===== src/core/tgc_defines.vh =====
`ifndef TGC_DEFINES_VH
`define TGC_DEFINES_VH
// register word indices (byte address is four times the index)
`define TGC_REG_TIMER_CTRL 3'h0
`define TGC_REG_GATE_CTRL  3'h1
`define TGC_REG_COUNT_LOW  3'h2
`define TGC_REG_COUNT_HIGH 3'h3
`define TGC_REG_CMP_LOW    3'h4
`define TGC_REG_CMP_HIGH   3'h5
`define TGC_REG_CCP_CTRL   3'h6
`define TGC_REG_FLAGS      3'h7
// timer_control fields
`define TGC_TC_ON          0
`define TGC_TC_SYNC_DIS    2
`define TGC_TC_OSC_EN      3
`define TGC_TC_PS_LO       4
`define TGC_TC_CS_LO       6
// gate_control fields
`define TGC_GC_GSS_LO      0
`define TGC_GC_GVAL        2
`define TGC_GC_ARMED       3
`define TGC_GC_SPM         4
`define TGC_GC_GTM         5
`define TGC_GC_GPOL        6
`define TGC_GC_GE          7
// ccp_control fields
`define TGC_CC_CAP_EN      0
`define TGC_CC_CMP_EN      1
`define TGC_CC_SPECIAL_EN  2
// flags fields
`define TGC_FL_OVF         0
`define TGC_FL_GATE        1
`define TGC_FL_CMP         2
`define TGC_FL_CAP         3
// clock source codes
`define TGC_CS_INSTR       2'h0
`define TGC_CS_SYS         2'h1
`define TGC_CS_PIN         2'h2
`define TGC_CS_CAP_SENSE_OSCILLATOR      2'h3
// gate source codes
`define TGC_GS_PIN         2'h0
`define TGC_GS_TMR0        2'h1
`define TGC_GS_SECOND_TIMER_COUNT        2'h2
`define TGC_GS_WDT         2'h3
// reset values
`define TGC_RST_CTRL       8'h00
`define TGC_RST_COUNT      16'h0000
// instruction clock is system clock divided by four
`define TGC_INSTR_DIV      2'h3
`endif


===== src/core/tgc_gate.v =====
`timescale 1ns/1ns
`include "tgc_defines.vh"
// gate path: source select, polarity, toggle, single pulse
module tgc_gate (
  // clock and reset
  input  wire       clk,
  input  wire       resetn,
  // gate sources
  input  wire       gate_pin,
  input  wire       timer0_overflow,
  input  wire       second_timer_match,
  input  wire       wdt_scaler_overflow,
  // settings
  input  wire [1:0] gate_source_select,
  input  wire       gate_polarity,
  input  wire       gate_toggle_mode,
  input  wire       gate_single_pulse_mode,
  input  wire       timer_on,
  input  wire       arm_set,
  // status
  output reg        gate_current_level,
  output reg        single_pulse_armed,
  output reg        gate_falling
);
  reg  src;                 // selected raw source
  wire pol_g;               // gate after polarity
  reg  pol_prev_ff;         // last polarity-applied level
  reg  tog_ff;              // toggle flip-flop
  reg  tog_prev_ff;         // last toggled level
  reg  run_ff;              // single pulse in progress
  wire tg;                  // gate after toggle stage
  wire tg_rise;
  wire tg_fall;
  reg  nxt_gval;

  // source multiplexer
  always @* begin
    case (gate_source_select)
      `TGC_GS_PIN:  src = gate_pin;
      `TGC_GS_TMR0: src = timer0_overflow;
      `TGC_GS_SECOND_TIMER_COUNT: src = second_timer_match;
      default:      src = wdt_scaler_overflow;
    endcase
  end

  // active-high when polarity is one
  assign pol_g   = gate_polarity ? src : ~src;
  assign tg      = gate_toggle_mode ? tog_ff : pol_g;
  assign tg_rise = tg & ~tog_prev_ff;
  assign tg_fall = ~tg & tog_prev_ff;

  // toggle flip-flop, held clear when off
  always @(posedge clk or negedge resetn) begin
    if (!resetn) begin
      tog_ff      <= 1'b0;
      pol_prev_ff <= 1'b0;
    end else begin
      pol_prev_ff <= pol_g;
      if (!gate_toggle_mode || !timer_on) begin
        tog_ff <= 1'b0;
      end else if (pol_g && !pol_prev_ff) begin
        tog_ff <= ~tog_ff;
      end
    end
  end

  // single pulse arm, run and done
  always @(posedge clk or negedge resetn) begin
    if (!resetn) begin
      single_pulse_armed <= 1'b0;
      run_ff             <= 1'b0;
      tog_prev_ff        <= 1'b0;
    end else begin
      tog_prev_ff <= tg;
      if (!gate_single_pulse_mode) begin
        single_pulse_armed <= 1'b0;
        run_ff             <= 1'b0;
      end else if (arm_set) begin
        single_pulse_armed <= 1'b1;
        run_ff             <= 1'b0;
      end else if (single_pulse_armed && !run_ff && tg_rise) begin
        run_ff <= 1'b1;
      end else if (run_ff && tg_fall) begin
        run_ff             <= 1'b0;
        single_pulse_armed <= 1'b0;
      end
    end
  end

  // level that could reach the counter
  always @* begin
    if (gate_single_pulse_mode) begin
      nxt_gval = run_ff & tg & ~tg_fall;
    end else begin
      nxt_gval = tg;
    end
  end

  // registered status and falling edge event
  always @(posedge clk or negedge resetn) begin
    if (!resetn) begin
      gate_current_level <= 1'b0;
      gate_falling       <= 1'b0;
    end else begin
      gate_current_level <= nxt_gval;
      gate_falling       <= gate_current_level & ~nxt_gval;
    end
  end
endmodule


===== src/core/tgc_timer.v =====
// Summary of operation
// capture copies running count into compare pair
// compare event when pair equals count
// special trigger clears count, pair is period
// special trigger clear sets no overflow flag
// software should use synchronised clock with trigger
// count write wins over trigger clear
// external counting needs falling edge first
// clock source: cap_sense_oscillator, pin, system, instruction
// pin source: clock pin or crystal pins
// prescaler divides by 1, 2, 4, 8
// sync bit used only for codes 0x
// timer-on enables counting, off clears toggle
// gate enable makes counting follow gate
// gate polarity selects active high or low
// toggle mode flips gate on rising edges
// armed status bit, cleared with single pulse
// gate current level readable always
// gate source: pin, timer0, timer2, watchdog
// watchdog gate source enables watchdog oscillator
// single pulse counts one pulse, then done
// gate event flag on gate level fall
// count rolls over, sets overflow flag
// count advances on enabled prescaled edge
`timescale 1ns/1ns
`include "tgc_defines.vh"
module tgc_timer (
  // clock and reset
  input  wire        clk,
  input  wire        resetn,
  // avalon-mm slave
  input  wire [2:0]  address,
  input  wire        read,
  input  wire        write,
  input  wire [31:0] writedata,
  input  wire [3:0]  byteenable,
  output reg  [31:0] readdata,
  output wire        waitrequest,
  // clock sources
  input  wire        cap_sense_oscillator,
  input  wire        external_clock_pin,
  input  wire        crystal_in_pin,
  // gate sources
  input  wire        gate_pin,
  input  wire        timer0_overflow,
  input  wire        second_timer_match,
  input  wire        wdt_scaler_overflow,
  // capture/compare side
  input  wire        capture_event,
  output reg         compare_event,
  // status
  output reg  [15:0] count_value,
  output reg         overflow_flag,
  output reg         gate_event_flag,
  output wire        wdt_osc_enable
);
  // registers
  reg  [7:0]  timer_control_ff;    // clock, prescale, sync, on
  reg  [7:0]  gate_ctrl_ff;        // writable gate settings
  reg  [15:0] compare_value_ff;    // compare_value_high:low
  reg  [2:0]  ccp_ctrl_ff;         // capture, compare, trigger
  reg         cmp_flag_ff;         // sticky compare flag
  reg         cap_flag_ff;         // sticky capture flag
  reg         ack_ff;              // bus answer cycle
  reg  [7:0]  nxt_rd;              // read mux
  // clock path
  reg  [1:0]  div_ff;              // instruction clock divider
  reg         instr_en;            // one cycle in four
  reg         pin_a_ff;            // pin sample stage
  reg         pin_b_ff;            // pin previous sample
  reg         fell_ff;             // falling edge registered
  reg         sync_tick_ff;        // synchronised tick
  reg  [2:0]  pre_ff;              // prescale counter
  reg         raw_tick;
  reg         src_lvl;
  reg         tick;
  reg         pre_tick;
  reg  [2:0]  pre_max;
  // gate
  wire        gval;
  wire        armed;
  wire        gfall;
  wire        arm_set;
  // control fields
  wire [1:0]  clock_source_select;
  wire [1:0]  input_prescale_select;
  wire        dedicated_osc_enable;
  wire        input_sync_disable;
  wire        timer_on;
  wire        gate_enable;
  wire [1:0]  gate_source_select;
  // bus strobes
  wire        wr_go;
  wire        wr_lo;
  wire        wr_hi;
  wire        fl_wr;
  wire        cnt_en;
  wire        match;
  reg         match_prev_ff;
  wire        special_clr;
  wire [16:0] cnt_inc;

  assign clock_source_select   = timer_control_ff[`TGC_TC_CS_LO+1:`TGC_TC_CS_LO];
  assign input_prescale_select = timer_control_ff[`TGC_TC_PS_LO+1:`TGC_TC_PS_LO];
  assign dedicated_osc_enable  = timer_control_ff[`TGC_TC_OSC_EN];
  assign input_sync_disable    = timer_control_ff[`TGC_TC_SYNC_DIS];
  assign timer_on              = timer_control_ff[`TGC_TC_ON];
  assign gate_enable           = gate_ctrl_ff[`TGC_GC_GE];
  assign gate_source_select    = gate_ctrl_ff[`TGC_GC_GSS_LO+1:`TGC_GC_GSS_LO];

  // one wait cycle, then answer
  assign waitrequest = (read | write) & ~ack_ff;
  assign wr_go       = write & ~waitrequest & byteenable[0];
  assign wr_lo       = wr_go & (address == `TGC_REG_COUNT_LOW);
  assign wr_hi       = wr_go & (address == `TGC_REG_COUNT_HIGH);
  assign fl_wr       = wr_go & (address == `TGC_REG_FLAGS);
  assign arm_set     = wr_go & (address == `TGC_REG_GATE_CTRL) &
                       writedata[`TGC_GC_ARMED] & gate_ctrl_ff[`TGC_GC_SPM] &
                       writedata[`TGC_GC_SPM];

  // watchdog oscillator request, independent of timer-on
  assign wdt_osc_enable = gate_enable &
    (gate_source_select == `TGC_GS_WDT);

  // gate logic
  tgc_gate u_gate (
    .clk                    (clk),
    .resetn                 (resetn),
    .gate_pin               (gate_pin),
    .timer0_overflow        (timer0_overflow),
    .second_timer_match     (second_timer_match),
    .wdt_scaler_overflow    (wdt_scaler_overflow),
    .gate_source_select     (gate_source_select),
    .gate_polarity          (gate_ctrl_ff[`TGC_GC_GPOL]),
    .gate_toggle_mode       (gate_ctrl_ff[`TGC_GC_GTM]),
    .gate_single_pulse_mode (gate_ctrl_ff[`TGC_GC_SPM]),
    .timer_on               (timer_on),
    .arm_set                (arm_set),
    .gate_current_level     (gval),
    .single_pulse_armed     (armed),
    .gate_falling           (gfall)
  );

  // instruction clock divider
  always @(posedge clk or negedge resetn) begin
    if (!resetn) begin
      div_ff   <= 2'h0;
      instr_en <= 1'b0;
    end else begin
      div_ff   <= div_ff + 2'h1;
      instr_en <= (div_ff == `TGC_INSTR_DIV);
    end
  end

  // external level from cap sense oscillator, pin or crystal
  always @* begin
    if (clock_source_select == `TGC_CS_CAP_SENSE_OSCILLATOR) begin
      src_lvl = cap_sense_oscillator;
    end else if (dedicated_osc_enable) begin
      src_lvl = crystal_in_pin;
    end else begin
      src_lvl = external_clock_pin;
    end
  end

  // external sampling and falling-edge qualifier
  always @(posedge clk or negedge resetn) begin
    if (!resetn) begin
      pin_a_ff <= 1'b0;
      pin_b_ff <= 1'b0;
      fell_ff  <= 1'b0;
    end else begin
      pin_a_ff <= src_lvl;
      pin_b_ff <= pin_a_ff;
      if (!timer_on || !clock_source_select[1]) begin
        fell_ff <= 1'b0;
      end else if (!pin_a_ff && pin_b_ff) begin
        fell_ff <= 1'b1;
      end
    end
  end

  // raw tick per clock source
  always @* begin
    case (clock_source_select)
      `TGC_CS_INSTR: raw_tick = instr_en;
      `TGC_CS_SYS:   raw_tick = 1'b1;
      default:       raw_tick = pin_a_ff & ~pin_b_ff & fell_ff;
    endcase
  end

  // synchronised or direct tick for internal sources
  always @* begin
    if (clock_source_select[1] || input_sync_disable) begin
      tick = raw_tick;
    end else begin
      tick = sync_tick_ff;
    end
  end

  // prescale terminal value
  always @* begin
    case (input_prescale_select)
      2'h0:    pre_max = 3'h0;
      2'h1:    pre_max = 3'h1;
      2'h2:    pre_max = 3'h3;
      default: pre_max = 3'h7;
    endcase
  end

  // prescaler, cleared on count writes
  always @(posedge clk or negedge resetn) begin
    if (!resetn) begin
      pre_ff       <= 3'h0;
      sync_tick_ff <= 1'b0;
    end else begin
      sync_tick_ff <= raw_tick;
      if (wr_lo || wr_hi || !timer_on) begin
        pre_ff <= 3'h0;
      end else if (tick) begin
        pre_ff <= (pre_ff >= pre_max) ? 3'h0 : pre_ff + 3'h1;
      end
    end
  end

  always @* begin
    pre_tick = tick & (pre_ff >= pre_max);
  end

  // count enable with gate
  assign cnt_en  = timer_on & pre_tick & (~gate_enable | gval);
  assign cnt_inc = {1'b0, count_value} + 17'h00001;
  assign match   = ccp_ctrl_ff[`TGC_CC_CMP_EN] & (compare_value_ff == count_value);
  assign special_clr = match & ~match_prev_ff & ccp_ctrl_ff[`TGC_CC_SPECIAL_EN];

  // running count
  always @(posedge clk or negedge resetn) begin
    if (!resetn) begin
      count_value <= `TGC_RST_COUNT;
    end else if (wr_lo) begin
      count_value[7:0] <= writedata[7:0];
    end else if (wr_hi) begin
      count_value[15:8] <= writedata[7:0];
    end else if (special_clr) begin
      count_value <= `TGC_RST_COUNT;
    end else if (cnt_en) begin
      count_value <= cnt_inc[15:0];
    end
  end

  // compare edge, capture and compare registers
  always @(posedge clk or negedge resetn) begin
    if (!resetn) begin
      match_prev_ff    <= 1'b0;
      compare_event    <= 1'b0;
      compare_value_ff <= `TGC_RST_COUNT;
    end else begin
      match_prev_ff <= match;
      compare_event <= match & ~match_prev_ff;
      if (capture_event && ccp_ctrl_ff[`TGC_CC_CAP_EN]) begin
        compare_value_ff <= count_value;
      end else if (wr_go && address == `TGC_REG_CMP_LOW) begin
        compare_value_ff[7:0] <= writedata[7:0];
      end else if (wr_go && address == `TGC_REG_CMP_HIGH) begin
        compare_value_ff[15:8] <= writedata[7:0];
      end
    end
  end

  // sticky flags, set wins over write-one clear
  always @(posedge clk or negedge resetn) begin
    if (!resetn) begin
      overflow_flag   <= 1'b0;
      gate_event_flag <= 1'b0;
      cmp_flag_ff     <= 1'b0;
      cap_flag_ff     <= 1'b0;
    end else begin
      if (cnt_en && cnt_inc[16] && !wr_lo && !wr_hi && !special_clr) begin
        overflow_flag <= 1'b1;
      end else if (fl_wr && writedata[`TGC_FL_OVF]) begin
        overflow_flag <= 1'b0;
      end
      if (gfall) begin
        gate_event_flag <= 1'b1;
      end else if (fl_wr && writedata[`TGC_FL_GATE]) begin
        gate_event_flag <= 1'b0;
      end
      if (match && !match_prev_ff) begin
        cmp_flag_ff <= 1'b1;
      end else if (fl_wr && writedata[`TGC_FL_CMP]) begin
        cmp_flag_ff <= 1'b0;
      end
      if (capture_event && ccp_ctrl_ff[`TGC_CC_CAP_EN]) begin
        cap_flag_ff <= 1'b1;
      end else if (fl_wr && writedata[`TGC_FL_CAP]) begin
        cap_flag_ff <= 1'b0;
      end
    end
  end

  // control register writes
  always @(posedge clk or negedge resetn) begin
    if (!resetn) begin
      timer_control_ff <= `TGC_RST_CTRL;
      gate_ctrl_ff     <= `TGC_RST_CTRL;
      ccp_ctrl_ff      <= 3'h0;
    end else if (wr_go) begin
      case (address)
        `TGC_REG_TIMER_CTRL: timer_control_ff <= writedata[7:0] & 8'hfd;
        `TGC_REG_GATE_CTRL:  gate_ctrl_ff     <= writedata[7:0] & 8'hf3;
        `TGC_REG_CCP_CTRL:   ccp_ctrl_ff      <= writedata[2:0];
        default: ;
      endcase
    end
  end

  // read multiplexer
  always @* begin
    case (address)
      `TGC_REG_TIMER_CTRL: nxt_rd = timer_control_ff;
      `TGC_REG_GATE_CTRL:  nxt_rd = gate_ctrl_ff | {4'h0, armed, gval, 2'h0};
      `TGC_REG_COUNT_LOW:  nxt_rd = count_value[7:0];
      `TGC_REG_COUNT_HIGH: nxt_rd = count_value[15:8];
      `TGC_REG_CMP_LOW:    nxt_rd = compare_value_ff[7:0];
      `TGC_REG_CMP_HIGH:   nxt_rd = compare_value_ff[15:8];
      `TGC_REG_CCP_CTRL:   nxt_rd = {5'h00, ccp_ctrl_ff};
      default: nxt_rd = {4'h0, cap_flag_ff, cmp_flag_ff, gate_event_flag, overflow_flag};
    endcase
  end

  // bus answer and read data
  always @(posedge clk or negedge resetn) begin
    if (!resetn) begin
      ack_ff   <= 1'b0;
      readdata <= 32'h00000000;
    end else begin
      ack_ff <= (read | write) & ~ack_ff;
      if (read && !ack_ff) begin
        readdata <= {24'h000000, nxt_rd};
      end
    end
  end
endmodule


===== config.mk =====
export PLATFORM = sky130hd
export DESIGN_NAME = tgc_timer
export DESIGN_NICKNAME = d
export VERILOG_FILES = /design/src/core/tgc_gate.v /design/src/core/tgc_timer.v
export VERILOG_INCLUDE_DIRS = /design/src /design/src/core
export SDC_FILE = /design/constraint.sdc
export NUM_CORES = 1
export LEC_CHECK = 0
export ABC_CLOCK_PERIOD_IN_PS = 3300
export BUFFER_PORTS_ARGS = -buffer_cell sky130_fd_sc_hd__buf_2
export CAP_MARGIN = 20
export CORE_MARGIN = 4
export CORE_UTILIZATION = 55
export DETAILED_ROUTE_END_ITERATION = 10
export PLACE_DENSITY_LB_ADDON = 0.08
export SLEW_MARGIN = 20
export SYNTH_ARGS = -nofsm -noshare
export SYNTH_HDL_FRONTEND = slang
export SYNTH_SLANG_ARGS = --single-unit

===== constraint.sdc =====
create_clock -name clk -period 3.3 [get_ports clk]
set_input_delay 0.66 -clock clk [delete_from_list [all_inputs] [get_ports clk]]
set_output_delay 0.66 -clock clk [all_outputs]
set_load 0.02 [all_outputs]

# Yosys cells after proc, flatten, opt, wreduce, memory -nomap -nowiden
# Index checks and enable logic that the tools add are counted.
[word_totals]
elab_cells = 190
in_bits = 51
regBits = 80
[op_classes]
reduce_logical = 56
n_addsub = 3
magnitude_cmp = 1
n_eq_ne = 21
n_bitwise = 39
muxes = 41
[ops]
columns = ["op", "n"]
rows = [
  ["$pmux 8 s7", 1],
  ["$mux 16", 3],
  ["$mux 8", 6],
  ["$mux 1", 25],
  ["$and 1x1->1", 24],
  ["$logic_and 1x1->1", 18],
  ["$reduce_bool 2->1", 9],
  ["$add 16x1->17 const B", 1],
  ["$eq 16x16->1", 1],
  ["$reduce_and 2->1", 7],
  ["$eq 3x3->1 const B", 4],
  ["$not 1->1", 12],
  ["$logic_not 1->1", 11],
  ["$eq 2x2->1 const B", 5],
  ["$mux 3", 3],
  ["$pmux 3 s3", 1],
  ["$or 8x4->8", 1],
  ["$eq 2x1->1 const B", 3],
  ["$eq 3x2->1 const B", 2],
  ["$logic_not 2->1", 3],
  ["$reduce_bool 3->1", 2],
  ["$logic_or 1x1->1", 5],
  ["$ne 4x1->1 const B", 1],
  ["$add 3x1->3 const B", 1],
  ["11 further kinds", 12],
]

# Depth between registers and ports, before layout
[logic_depth]
word_depth = 13
mapped_depth = 9
mapped_depth_nobuf = 9

# By module
# From an unflattened synthesis, not the netlist that was laid out.
[hier_totals]
hier_cells = 519
hier_area_um2 = 4863.4
[modules_own_cells]
columns = ["module", "n_inst", "area_each_um2", "cells_per_inst"]
rows = [
  ["tgc_timer", 1, 4480.5, 483],
  ["tgc_gate", 1, 382.9, 36],
]

# Worst setup path before layout
# OpenSTA, ideal clock, no wires.
[synth_timing]
kind = "reg2reg"
startpoint = "register timer_control_ff[5]"
endpoint = "register count_value[13]"
stages_incl_launch_ff = 9
required_ns = 3.179
arrival_ns = 2.279
n_path_buf = 0
path_slack_ns = 0.900
path_cell_list = "dfrtp_1 or2_2 ha_1 nand2b_1 a31oi_1 nor3_1 nor3_2 nor2_2 o22a_1"
[synth_between]
elab_chain_cells = 8
[synth_lines]
columns = ["item", "line_no", "rtl"]
rows = [
  ["from (decl)", "tgc_timer.v:58", "reg [7:0] timer_control_ff;"],
  ["from (signal assigned)", "tgc_timer.v:304", "timer_control_ff <= `TGC_RST_CTRL;"],
  ["from (signal assigned)", "tgc_timer.v:309", "`TGC_REG_TIMER_CTRL: timer_control_ff <= writedata[7:0] & 8'hfd;"],
  ["$eq 2x2->1 (tied with other cells)", "tgc_timer.v:203", "case (input_prescale_select)"],
  ["$pmux 3 s3 *", "tgc_timer.v:203", ""],
  ["$ge 3x3->1 *", "tgc_timer.v:227", "pre_tick = tick & (pre_ff >= pre_max);"],
  ["$and 1x1->1 *", "tgc_timer.v:227", ""],
  ["$and 1x1->1 * (2 in a row)", "tgc_timer.v:231", "assign cnt_en = timer_on & pre_tick & (~gate_enable | gval);"],
  ["$reduce_bool 3->1 (no source line) *", "--", ""],
  ["$reduce_and 2->1 (no source line) *", "--", ""],
  ["to (signal assigned)", "tgc_timer.v:239", "count_value <= `TGC_RST_COUNT;"],
  ["to (signal assigned)", "tgc_timer.v:243", "count_value[15:8] <= writedata[7:0];"],
  ["to (signal assigned)", "tgc_timer.v:245", "count_value <= `TGC_RST_COUNT;"],
  ["to (decl)", "tgc_timer.v:52", "output reg [15:0] count_value,"],
]
# Every way passes the cells marked *; elsewhere a longest branch is shown, timed or not.
# A chain may end at the register's enable or synchronous reset.

# Worst setup path in the final report
[layout_timing]
startpoint = "register timer_control_ff[5]"
endpoint = "register count_value[10]"
# Same word-level chain as after synthesis.

==> results.cfg <==
[outcome]
status = completed

[yosys]
synthCells = 490
ys_seq_area_share_pct = 41.3
synth_area_mm2 = 0.00484
synth-edff-count = 0
ys_types = 69
ys_ff_latch = 80
synth_most_common_cell = dfrtp_1
synth_flop_cell = dfrtp_1
yosys-top-cells-area = dfrtp_1 41%, mux2i_1 6.0%, nand2_1 4.6%
synth_top_area_share_pct = 41.3
syn_avg_cell_area_um2 = 9.88
ys_warn_count = 0
async_reset_ff_share_pct = 100
yosysTopAreaCell = dfrtp_1
ys_top_cells_by_count = 80 x dfrtp_1, 60 x nand2_1, 39 x o21ai_0

[layout]
fin_area_mm2 = 0.00535
antenna_cells = 0
area_growth_pct = 10.5
final_cells = 649
utilization_pct = 63.9
drive_above_1_share_pct = 22.8
layout.nets = 597

[power_and_ir_drop]
p_leak_nw = 2.42
p_comb_share_pct = 31.8
power_density_mw_per_mm2 = 621
seqPwrFrac_pct = 43.0
ir_worst_vdd_mv = 0.389
p_sw_mw = 1.24
clkPwrFrac_pct = 25.2
p_int_mw = 2.08
swShare_pct = 37.5

[setup_path]
arrival_ps = 3160
cp_cell_sequence = or2_2, ha_1, nand2b_1, a31oi_1, nor3_1, nor3_2, nor2_2, a2bb2oi_1
crit_type = register to register
slowest_stage = nor3_1
crit_fanout = 5
cp.required_ps = 3580
critPathLaunchType = register
worst_setup_path_end_kind = register
r2r_cells = 8
slowest_delay_ps = 800

[clocking]
cts_resized = 0
clock_sink_count = 80
cts_tree = yes
clock_latency_ps = 360
clockRootBuffer = clkbuf_8
cts_setup_buffers = 0
clock_path_buffers = 2
cts.clk_slew.worst_paths_ps = 90
cts_max_level = 3
holdBufCountCts = 0
cts_made_buffers = 9

[global_routing]
antenna_found_initial = 0
grt_pass1_vias = 3645
use_met2_pct = 39.8
use_met3_pct = 3.89
grt_busiest_layer = met2
use_met1_pct = 39.8
grt_util_all_layers_pct = 26.3
grt_first_pass_wirelength_um = 20600
grt_overflow = 0
grt_max_degree = 81

[timing]
fmax_ghz = 0.348
min_period_ps = 2880
clock_skew_ps = 9.37
hold_ws_ps = 337
min_period_over_period_pct = 87.1
setup_tns_ps = 0
maxSlewHeadroom_pct = 30.5
drv_slew = 0
tightest_slew_ps = 1040
setup_violations = 0
rsz0062_at_grt = false
hold_viol = 0

[route]
drc = 0
drt_iter0_markers = 374
vias = 4013
final_antenna_net_count = 0
totalWireLength_um = 13000
post_drt_via_cell_ratio = 6.18
drt_first_pass_iters = 5
wl_per_cell_um = 20.0

[placement]
place_hpwl_um = 9320
numPortBuffers = 52
gp_congestion = 0.910
placed_area_mm2 = 0.00512
place_inst = 634

[job]
drv_cap = 0

[floorplan]
fp.dieW_um = 102
fp.dieH_um = 102
io_pins = 104
fp-row-count = 33
coreArea_mm2 = 0.00838
die_area_mm2 = 0.0104
start_util_pct = 57.8

[min_path]
min_path_type = input port to asynchronous set/reset pin
## layout make-up
type	count	area [um2]
fillers	718	3030
multi-input cells	365	2550
flip-flops and latches	80	2000
repair buffers	66	372
clock buffers	11	151
well taps	105	131
clock inverters	4	76.3
inverters	18	67.6
## registers in the layout, summed over array words and instances (netlist names), 2 cells and up
| signal | cells |
|---|---|
| compare_value_ff | 16 |
| count_value | 16 |
| readdata | 8 |
| timer_control_ff | 7 |
| gate_ctrl_ff | 6 |
| ccp_ctrl_ff | 3 |
| pre_ff | 3 |
| div_ff | 2 |
## worst paths after layout
path                                     start              endpoint  slack (ps)
max                        timer_control_ff[5]       count_value[10]         420
min                                     resetn                ack_ff         340
max reg2reg                timer_control_ff[5]       count_value[10]         420
min reg2reg                          div_ff[0]             div_ff[0]         420
max in group asynchronous               resetn  compare_value_ff[11]        2470
min in group clk                     div_ff[0]             div_ff[0]         420
## power by group through the flow
| stage | clock network, mW | logic (mW) | registers, mW |
|---|---|---|---|
| 2_1_floorplan | 0 | 0.722 | 1.43 |
| 3_3_place_gp | 0 | 1.03 | 1.44 |
| 3_5_place_dp | 0 | 1.04 | 1.44 |
| 4_1_cts | 0.847 | 1.05 | 1.43 |
| 5_1_grt | 0.891 | 1.16 | 1.46 |
| 6_report | 0.838 | 1.05 | 1.43 |
## metal layers
| metal | vias to the layer above | share of wire [%] |
|---|---|---|
| met5 | - | 0 |
| li1 | 1813 | - |
| met3 | 20 | 9.0 |
| met2 | 195 | 45 |
| met4 | 0 | 1.5 |
| met1 | 1985 | 44 |
## through the flow
stage	setup WS (ps)	total power, mW
final	425	3.32
after floorplan	900	2.15
after CTS	419	3.32
after global placement	518	2.46
after detailed placement	450	2.49
after global routing	170	3.51
## logic make-up after synthesis
| group | Yosys count | share of synthesized area, % |
|---|---|---|
| AOI/OAI and AO/OA | 117 | 16.1 |
| DFF | 80 | 41.3 |
| buffers and inverters | 68 | 7.75 |
| xor gates and xnor gates | 11 | 1.99 |
| muxes | 53 | 13.6 |
| adders and majority gates | 6 | 1.55 |
| other | 1 | 0.0774 |
| and+or+nand+nor | 154 | 17.6 |
## worst max-delay path, delay by kind of cell (launching register included)
kind / cells / cell delay [ps]
compound gates: 2 / 390
fa+ha+maj: 1 / 270
flops: 1 / 450
simple gates: 5 / 1680
## cells in the final DEF (no fill, tap or decap), types with 5 or more instances in the layout
cell | netlist | final
nor3_1 | 9 | 9
xnor2_1 | 5 | 5
nand3_1 | 10 | 10
o21ai_0 | 39 | 39
inv_1 | 17 | 17
xor2_1 | 6 | 6
clkbuf_8 | 0 | 11
buf_2 | 3 | 51
o31ai_1 | 5 | 5
nand2_1 | 60 | 60
conb_1 | 1 | 24
o22a_1 | 5 | 5
nor2_1 | 19 | 19
and3_1 | 11 | 11
mux2i_1 | 29 | 29
a21o_1 | 8 | 8
dfrtp_1 | 80 | 80
ha_1 | 6 | 6
mux4_2 | 6 | 6
buf_4 | 25 | 14
mux2_2 | 16 | 16
nand2b_1 | 7 | 7
a21oi_1 | 22 | 22
Note: power is estimated with default switching activity, not from simulation.
